File: config.mk
export PLATFORM = sky130hd
export DESIGN_NAME = port_pin_function_select
export DESIGN_NICKNAME = d
export VERILOG_FILES = /design/src/rtl/port_mux_pkg.sv /design/src/rtl/pin_cell.sv /design/src/rtl/port_pin_function_select.sv
export SDC_FILE = /design/constraint.sdc
export NUM_CORES = 1
export LEC_CHECK = 0
export BUFFER_PORTS_ARGS = -buffer_cell sky130_fd_sc_hd__clkbuf_2
export CELL_PAD_IN_SITES_DETAIL_PLACEMENT = 0
export CELL_PAD_IN_SITES_GLOBAL_PLACEMENT = 1
export CORE_UTILIZATION = 30
export CTS_CLUSTER_DIAMETER = 120
export DETAILED_ROUTE_END_ITERATION = 16
export MAX_ROUTING_LAYER = met4
export PLACE_DENSITY = 0.69
export SYNTH_ARGS = -nofsm -noshare
export SYNTH_HDL_FRONTEND = slang
export SYNTH_SLANG_ARGS = --single-unit
File: constraint.sdc
create_clock -name clk_sys -period 1.8 [get_ports clk_sys]
set_clock_uncertainty 0.1 [all_clocks]
set_input_delay 0.36 -clock clk_sys [delete_from_list [all_inputs] [get_ports clk_sys]]
set_output_delay 0.36 -clock clk_sys [all_outputs]
set_load 0.01 [all_outputs]
File: src/rtl/port_mux_pkg.sv
package port_mux_pkg;

  localparam int unsigned PIN_COUNT = 4;
  localparam int unsigned ADDR_W    = 4;
  localparam int unsigned DATA_W    = 8;

  // Register indices on the plain register port
  localparam logic [3:0] OFS_DATA_LATCH   = 4'h0;
  localparam logic [3:0] OFS_DIRECTION    = 4'h1;
  localparam logic [3:0] OFS_PULL_HIGH    = 4'h2;
  localparam logic [3:0] OFS_WAKEUP       = 4'h3;
  localparam logic [3:0] OFS_FUNC_SELECT  = 4'h4;
  localparam logic [3:0] OFS_BIT_SET      = 4'h5;
  localparam logic [3:0] OFS_BIT_CLEAR    = 4'h6;
  localparam logic [3:0] OFS_POWER_STATUS = 4'h7;

  // Bit operation word: target register select and bit index
  localparam int unsigned BITOP_TGT_POS = 4;
  localparam int unsigned BITOP_IDX_LSB = 0;
  localparam logic [1:0]  BITOP_TGT_DATA = 2'h0;
  localparam logic [1:0]  BITOP_TGT_DIR  = 2'h1;
  localparam logic [1:0]  BITOP_TGT_PULL = 2'h2;
  localparam logic [1:0]  BITOP_TGT_WAKE = 2'h3;

  localparam logic [7:0] RST_FUNC_SELECT = 8'h00;
  localparam logic [3:0] RST_DATA_LATCH  = 4'hf;
  localparam logic [3:0] RST_DIRECTION   = 4'hf;
  localparam logic [3:0] RST_PULL_HIGH   = 4'h0;
  localparam logic [3:0] RST_WAKEUP      = 4'h0;

  localparam int unsigned FIELD_W = 2;

  typedef enum logic [1:0] {
    FSEL_GPIO  = 2'b00,
    FSEL_ALT_A = 2'b01,
    FSEL_ALT_B = 2'b10,
    FSEL_ALT_C = 2'b11
  } fsel_t;

  // Peripheral outputs offered per pin for each alternative code
  typedef struct packed {
    logic [3:0] alt_a;
    logic [3:0] alt_b;
    logic [3:0] alt_c;
  } periph_out_t;

  typedef struct packed {
    logic [3:0] out;
    logic [3:0] oe;
    logic [3:0] pull_en;
  } pin_drive_t;

endpackage

File: src/rtl/pin_cell.sv
`timescale 1ns/1ns
`default_nettype none
module pin_cell (
  input  wire logic       clk_sys,
  input  wire logic       nrst,
  input  wire logic [1:0] fsel,
  input  wire logic       dir_in,
  input  wire logic       latch,
  input  wire logic       pull_req,
  input  wire logic       wake_en,
  input  wire logic       low_power,
  input  wire logic       alt_a,
  input  wire logic       alt_b,
  input  wire logic       alt_c,
  input  wire logic       pin_sync,
  output logic            pad_out,
  output logic            pad_oe,
  output logic            pad_pull,
  output logic            digital_in,
  output logic            wake_hit
);

  logic gpio_sel;
  logic pin_prev_r;

  assign gpio_sel = (port_mux_pkg::fsel_t'(fsel) == port_mux_pkg::FSEL_GPIO);

  always_comb begin
    case (port_mux_pkg::fsel_t'(fsel))
      port_mux_pkg::FSEL_GPIO: begin
        pad_out = latch;
        pad_oe  = ~dir_in;
      end
      port_mux_pkg::FSEL_ALT_A: begin
        pad_out = alt_a;
        pad_oe  = 1'b1;
      end
      port_mux_pkg::FSEL_ALT_B: begin
        pad_out = alt_b;
        pad_oe  = 1'b1;
      end
      port_mux_pkg::FSEL_ALT_C: begin
        pad_out = alt_c;
        pad_oe  = 1'b1;
      end
      default: begin
        pad_out = latch;
        pad_oe  = 1'b0;
      end
    endcase
  end

  assign digital_in = gpio_sel & dir_in & pin_sync;

  assign pad_pull = pull_req & gpio_sel & dir_in;

  always_ff @(posedge clk_sys or negedge nrst) begin
    if (!nrst) begin
      pin_prev_r <= 1'b1;
    end else begin
      pin_prev_r <= pin_sync;
    end
  end

  assign wake_hit = wake_en & low_power & gpio_sel & dir_in & pin_prev_r & ~pin_sync;

endmodule
`default_nettype wire

File: src/rtl/port_pin_function_select.sv
`timescale 1ns/1ns
`default_nettype none
module port_pin_function_select #(
  parameter int unsigned PINS = port_mux_pkg::PIN_COUNT
) (
  input  wire logic                              clk_sys,
  input  wire logic                              nrst,
  input  wire logic [port_mux_pkg::ADDR_W-1:0]   reg_addr,
  input  wire logic [port_mux_pkg::DATA_W-1:0]   reg_wdata,
  input  wire logic                              reg_wr,
  input  wire logic                              reg_rd,
  output logic      [port_mux_pkg::DATA_W-1:0]   reg_rdata,
  input  wire logic                              low_power,
  input  wire port_mux_pkg::periph_out_t         periph_out,
  input  wire logic [PINS-1:0]                   pad_in,
  output port_mux_pkg::pin_drive_t               pad_drive,
  output logic      [PINS-1:0]                   func_in,
  output logic                                   wake_req
);

  logic [7:0]      func_select_r;
  logic [PINS-1:0] data_latch_r;
  logic [PINS-1:0] direction_r;
  logic [PINS-1:0] pull_high_r;
  logic [PINS-1:0] wakeup_r;
  logic [PINS-1:0] pad_meta_r;
  logic [PINS-1:0] pad_sync_r;
  logic [PINS-1:0] port_view;
  logic [PINS-1:0] cell_out;
  logic [PINS-1:0] cell_oe;
  logic [PINS-1:0] cell_pull;
  logic [PINS-1:0] cell_din;
  logic [PINS-1:0] cell_wake;
  logic            bitop;
  logic            bit_val;
  logic [1:0]      bit_tgt;
  logic [1:0]      bit_idx;
  logic [PINS-1:0] rmw_src;
  logic [PINS-1:0] rmw_res;
  logic [7:0]      rdata_nxt;

  // Replaces one bit; caller supplies the whole word
  function automatic logic [PINS-1:0] set_bit(input logic [PINS-1:0] word,
                                              input logic [1:0] idx,
                                              input logic val);
    logic [PINS-1:0] res;
    res = word;
    res[idx] = val;
    return res;
  endfunction

  // Pins are asynchronous, so two flops come before any logic
  always_ff @(posedge clk_sys or negedge nrst) begin
    if (!nrst) begin
      pad_meta_r <= '0;
      pad_sync_r <= '0;
    end else begin
      pad_meta_r <= pad_in;
      pad_sync_r <= pad_meta_r;
    end
  end

  assign port_view = (direction_r & pad_sync_r) | (~direction_r & data_latch_r);

  // Set and clear share one decode; the address picks the value
  assign bitop   = reg_wr & ((reg_addr == port_mux_pkg::OFS_BIT_SET) |
                             (reg_addr == port_mux_pkg::OFS_BIT_CLEAR));
  assign bit_val = (reg_addr == port_mux_pkg::OFS_BIT_SET);
  assign bit_tgt = reg_wdata[port_mux_pkg::BITOP_TGT_POS +: 2];
  assign bit_idx = reg_wdata[port_mux_pkg::BITOP_IDX_LSB +: 2];

  // whole port read for bit ops on the data latch; other targets read their own register
  always_comb begin
    case (bit_tgt)
      port_mux_pkg::BITOP_TGT_DATA: rmw_src = port_view;
      port_mux_pkg::BITOP_TGT_DIR:  rmw_src = direction_r;
      port_mux_pkg::BITOP_TGT_PULL: rmw_src = pull_high_r;
      port_mux_pkg::BITOP_TGT_WAKE: rmw_src = wakeup_r;
      default:                      rmw_src = '0;
    endcase
  end
  assign rmw_res = set_bit(rmw_src, bit_idx, bit_val);

  always_ff @(posedge clk_sys or negedge nrst) begin
    if (!nrst) begin
      func_select_r <= port_mux_pkg::RST_FUNC_SELECT;
    end else if (reg_wr && reg_addr == port_mux_pkg::OFS_FUNC_SELECT) begin
      func_select_r <= reg_wdata;
    end
  end

  always_ff @(posedge clk_sys or negedge nrst) begin
    if (!nrst) begin
      data_latch_r <= port_mux_pkg::RST_DATA_LATCH;
    end else if (reg_wr && reg_addr == port_mux_pkg::OFS_DATA_LATCH) begin
      data_latch_r <= reg_wdata[PINS-1:0];
    end else if (bitop && bit_tgt == port_mux_pkg::BITOP_TGT_DATA) begin
      data_latch_r <= rmw_res;
    end
  end

  always_ff @(posedge clk_sys or negedge nrst) begin
    if (!nrst) begin
      direction_r <= port_mux_pkg::RST_DIRECTION;
    end else if (reg_wr && reg_addr == port_mux_pkg::OFS_DIRECTION) begin
      direction_r <= reg_wdata[PINS-1:0];
    end else if (bitop && bit_tgt == port_mux_pkg::BITOP_TGT_DIR) begin
      direction_r <= rmw_res;
    end
  end

  // Pull-high enable, byte or bit access
  always_ff @(posedge clk_sys or negedge nrst) begin
    if (!nrst) begin
      pull_high_r <= port_mux_pkg::RST_PULL_HIGH;
    end else if (reg_wr && reg_addr == port_mux_pkg::OFS_PULL_HIGH) begin
      pull_high_r <= reg_wdata[PINS-1:0];
    end else if (bitop && bit_tgt == port_mux_pkg::BITOP_TGT_PULL) begin
      pull_high_r <= rmw_res;
    end
  end

  // Wake enable, byte or bit access
  always_ff @(posedge clk_sys or negedge nrst) begin
    if (!nrst) begin
      wakeup_r <= port_mux_pkg::RST_WAKEUP;
    end else if (reg_wr && reg_addr == port_mux_pkg::OFS_WAKEUP) begin
      wakeup_r <= reg_wdata[PINS-1:0];
    end else if (bitop && bit_tgt == port_mux_pkg::BITOP_TGT_WAKE) begin
      wakeup_r <= rmw_res;
    end
  end

  // One cell per pin: mux, input gating and edge detect
  genvar g;
  generate
    for (g = 0; g < PINS; g++) begin : g_pin
      pin_cell u_cell (
        .clk_sys    (clk_sys),
        .nrst       (nrst),
        .fsel       (func_select_r[g*port_mux_pkg::FIELD_W +: 2]),
        .dir_in     (direction_r[g]),
        .latch      (data_latch_r[g]),
        .pull_req   (pull_high_r[g]),
        .wake_en    (wakeup_r[g]),
        .low_power  (low_power),
        .alt_a      (periph_out.alt_a[g]),
        .alt_b      (periph_out.alt_b[g]),
        .alt_c      (periph_out.alt_c[g]),
        .pin_sync   (pad_sync_r[g]),
        .pad_out    (cell_out[g]),
        .pad_oe     (cell_oe[g]),
        .pad_pull   (cell_pull[g]),
        .digital_in (cell_din[g]),
        .wake_hit   (cell_wake[g])
      );
    end
  endgenerate

  // Registered so pad changes never glitch from decode logic
  always_ff @(posedge clk_sys or negedge nrst) begin
    if (!nrst) begin
      pad_drive <= '{out: port_mux_pkg::RST_DATA_LATCH, oe: 4'h0,
                     pull_en: port_mux_pkg::RST_PULL_HIGH};
      func_in   <= '0;
      wake_req  <= 1'b0;
    end else begin
      pad_drive <= '{out: cell_out, oe: cell_oe, pull_en: cell_pull};
      func_in   <= cell_din;
      wake_req  <= |cell_wake;
    end
  end

  // Unmapped and write-only indices read as zero
  always_comb begin
    case (reg_addr)
      port_mux_pkg::OFS_DATA_LATCH:   rdata_nxt = {4'h0, port_view};
      port_mux_pkg::OFS_DIRECTION:    rdata_nxt = {4'h0, direction_r};
      port_mux_pkg::OFS_PULL_HIGH:    rdata_nxt = {4'h0, pull_high_r};
      port_mux_pkg::OFS_WAKEUP:       rdata_nxt = {4'h0, wakeup_r};
      port_mux_pkg::OFS_FUNC_SELECT:  rdata_nxt = func_select_r;
      port_mux_pkg::OFS_POWER_STATUS: rdata_nxt = {7'h00, low_power};
      default:                        rdata_nxt = 8'h00;
    endcase
  end

  // Read data stands one cycle; zero otherwise keeps the bus quiet
  always_ff @(posedge clk_sys or negedge nrst) begin
    if (!nrst) begin
      reg_rdata <= 8'h00;
    end else if (reg_rd) begin
      reg_rdata <= rdata_nxt;
    end else begin
      reg_rdata <= 8'h00;
    end
  end

endmodule
`default_nettype wire

==> results.sh <==
export IMPL_path_cells="mux2_2 > nand2b_1 > a31oi_2 > o221ai_1"
export IMPL_h_tree_depth=3
export IMPL_mostFrequentLayoutCell="clkbuf_2"
export IMPL_setup_viol=0
export IMPL_final_layout_size_suffix_gt1_share_pct=40.7
export IMPL_grt_max_degree=62
export IMPL_ys_warnings_count=0
export IMPL_port_buffers=57
export IMPL_worstPathRequired_ns=1.91
export IMPL_final_cell_mix="57 x clkbuf_2, 45 x dfrtp_1, 20 x nand2_1, 20 x buf_4, 16 x dfstp_2"
export IMPL_critPathTopFamily="flip-flops"
export IMPL_clk_path_buf_depth=2
export IMPL_die_h_um=97.7
export IMPL_area_growth_pct=29.7
export IMPL_vdd_ir_drop_max_mv=0.380
export IMPL_antenna_left=0
export IMPL_post_cts_setup_buffer_count=0
export IMPL_critPathLaunch="direction_r[2]"
export IMPL_synth_area_leaders="dfrtp_1 41%, dfstp_2 15%, mux2_2 4.1%, mux4_2 3.3%, mux2i_1 2.9%"
export IMPL_cp_slowest_cell="dfstp_2"
export IMPL_critPathArrivalTime_ns=1.82
export IMPL_core_area_um2=8810
export IMPL_rsz0062_at_grt="false"
export IMPL_synth_cell_types=44
export IMPL_fp_dieArea_um2=9550
export IMPL_p_per_area_nw_per_um2=1120
export IMPL_via_per_inst=5.11
export IMPL_remaining_drc_errors=8
export IMPL_syn_area_um2=2750
export IMPL_initial_utilization_pct=31.2
export IMPL_violations="DRC"
export IMPL_worst_path_max_fanout=2
export IMPL_drtIter0Drc=163
export IMPL_globalplace_congestion=0.852
export IMPL_worst_slew_pin_slew_ns=0.411
export IMPL_hold_class="in2reg"
export IMPL_leakage_nw=1.65
export IMPL_avgRoutedWirePerCell_um=16.9
export IMPL_netlist_instances=233
export IMPL_insertion_delay_ns=0.35
export IMPL_diodes=0
export IMPL_ys_seq_elements=61
export IMPL_row_count=34
export IMPL_antenna_found_initial=0
export IMPL_nets=350
export IMPL_fin_setup_tns_ns=0
export IMPL_cp_num_buf_inv=0
export IMPL_die_x_um=97.7
export IMPL_cts_sinks=61
export IMPL_cts_tree="done"
export IMPL_synth_top_cell_area_share_pct=41.0
export IMPL_finalCriticalPeriod_ns=1.71
export IMPL_grt_overflow=0
export IMPL_max_clock_freq_mhz=586
export IMPL_syn_avg_cell_area_um2=11.8
export IMPL_slew_headroom_pct=72.4
export IMPL_max_cap_violations=0
export IMPL_hold_viol=0
export IMPL_seq_area_frac_synth_pct=56.3
export IMPL_clkTransAtPathRegs_ns=0.08
export IMPL_slowest_delay_ns=0.54
export IMPL_status="finished, violations left"
export IMPL_vias=2197
export IMPL_endpoint_kind="flop"
export IMPL_grt_pass1_vias=2189
export IMPL_io_pins=58
export IMPL_cts_root_buf="clkbuf_8"
export IMPL_synth_nets=266
export IMPL_wirelength_mm=7.26
export IMPL_synth_area_leader_cell="dfrtp_1"
export IMPL_fin_util_pct=40.5
export IMPL_period_share_pct=94.8
export IMPL_grt_first_pass_wirelength_mm=12.1
export IMPL_reg2reg_from="direction_r[2]"
export IMPL_dr_pass1_iters=10
export IMPL_grt_use_total_pct=17.1
export IMPL_drv_slew=0
export IMPL_dpl_hpwl_mm=5.39
export IMPL_critical_path_startpoint_type="flop"
export IMPL_crit_type="reg2reg"
export IMPL_min_delay_start="pad_in[0]"
export IMPL_cts_made_buffers=9
sequential cells by signal, summed over array words and instances, names as in the netlist:
| register | count |
|---|---|
| g_pin.u_cell.pin_prev_r | 4 |
| wake_req | 1 |
| data_latch_r | 4 |
| pad_sync_r | 4 |
| pull_high_r | 4 |
| pad_drive | 12 |
| func_in | 4 |
| func_select_r | 8 |
| wakeup_r | 4 |
| pad_meta_r | 4 |
| reg_rdata | 8 |
| direction_r | 4 |
repair_timing:
| item | CTS | global route |
|---|---|---|
| endpoints found under the setup margin | 0 | 2 |
| endpoints found under the hold margin | 45 | 0 |
| hold buffers | 1 | 0 |
| gates resized for setup | 0 | 1 |
per-layer routing:
layer | vias up | wire, um | track usage, %
li1 | 1045 | - | -
met1 | 1063 | 3440 | 23.3
met2 | 76 | 3220 | 24.3
met3 | 13 | 426 | 4.10
met4 | 0 | 173 | 7.23
met5 | - | 0 | -
final timing paths:
path / to / slack, ns / cells past startpoint
setup reg to reg: pull_high_r[2] / 0.09 / 4
max in group asynchronous: pad_drive[8] / 0.82 / 3
min in group asynchronous: pad_meta_r[0] / 0.45 / 3
hold reg to reg: pad_sync_r[3] / 0.25 / 0
setup / recovery: pull_high_r[2] / 0.09 / 4
hold / removal: pad_meta_r[0] / 0.01 / 1
cells by family (layout without fill, tap and decap cells):
kind of cell / count (synthesis) / in the layout / share of synthesized area (%)
and+or+nand+nor: 87 / 87 / 17.5
DFF: 61 / 61 / 56.3
AOI/OAI and AO/OA: 49 / 49 / 13.3
muxes: 22 / 22 / 10.3
buffers and inverters: 13 / 102 / 2.05
xor gates and xnor gates: 1 / 1 / 0.592
metrics by stage:
stage | hold WS [ns] | instances | power (mW) | instance area (um2) | worst slack (ns)
finish | 0.0137 | 430 | 4.00 | 3570 | 0.0940
detailed placement | 0.235 | 413 | 2.65 | 3330 | 0.0353
global placement | 0.232 | 413 | 2.64 | 3330 | 0.0557
global route | 0.000462 | 430 | 4.23 | 3570 | 0.00835
CTS | 0.0000692 | 430 | 4.04 | 3560 | 0.0337
floorplan | -0.0356 | 233 | 2.30 | 2750 | 0.162
cell usage after synthesis:
master	instances
or3_1	2
nand4bb_1	1
nand2b_1	6
buf_2	3
nand2_2	1
buf_4	1
a21oi_1	6
a31oi_1	2
a221oi_1	1
nand2_1	20
nor2b_1	4
clkbuf_1	2
o22ai_1	2
buf_1	1
a222oi_1	1
mux2_2	10
and4b_1	1
o21a_1	5
xor2_2	1
nand3b_1	2
nor3_1	6
nor2_1	14
o221ai_1	7
mux4_2	4
and4bb_2	1
inv_1	6
a22o_1	4
dfstp_2	16
a22oi_1	3
nand4b_1	1
o41a_1	1
dfrtp_1	45
mux2i_1	8
nor4b_1	1
o211ai_1	5
nand4_1	1
o31ai_1	1
o21ai_0	6
nand3_1	11
and3b_1	1
or2_2	1
nor4b_4	1
and3_1	12
a221o_1	5
report_power, final:
group / internal [mW] / switching, mW / total [mW] / leakage, nW
Sequential: 1.66 / 0.186 / 1.84 / 0.733
Clock: 0.785 / 0.578 / 1.36 / 0.113
Combinational: 0.394 / 0.397 / 0.791 / 0.803
final cells by class:
class | count | area (um2)
clock inverter | 7 | 100
timing repair buffer | 80 | 485
clock buffer | 9 | 124
sequential | 61 | 1550
tap | 108 | 135
fill | 861 | 5240
multi-input combinational | 159 | 1150
inverter | 6 | 22.5
No activity file was read; power rests on OpenSTA's default activity.
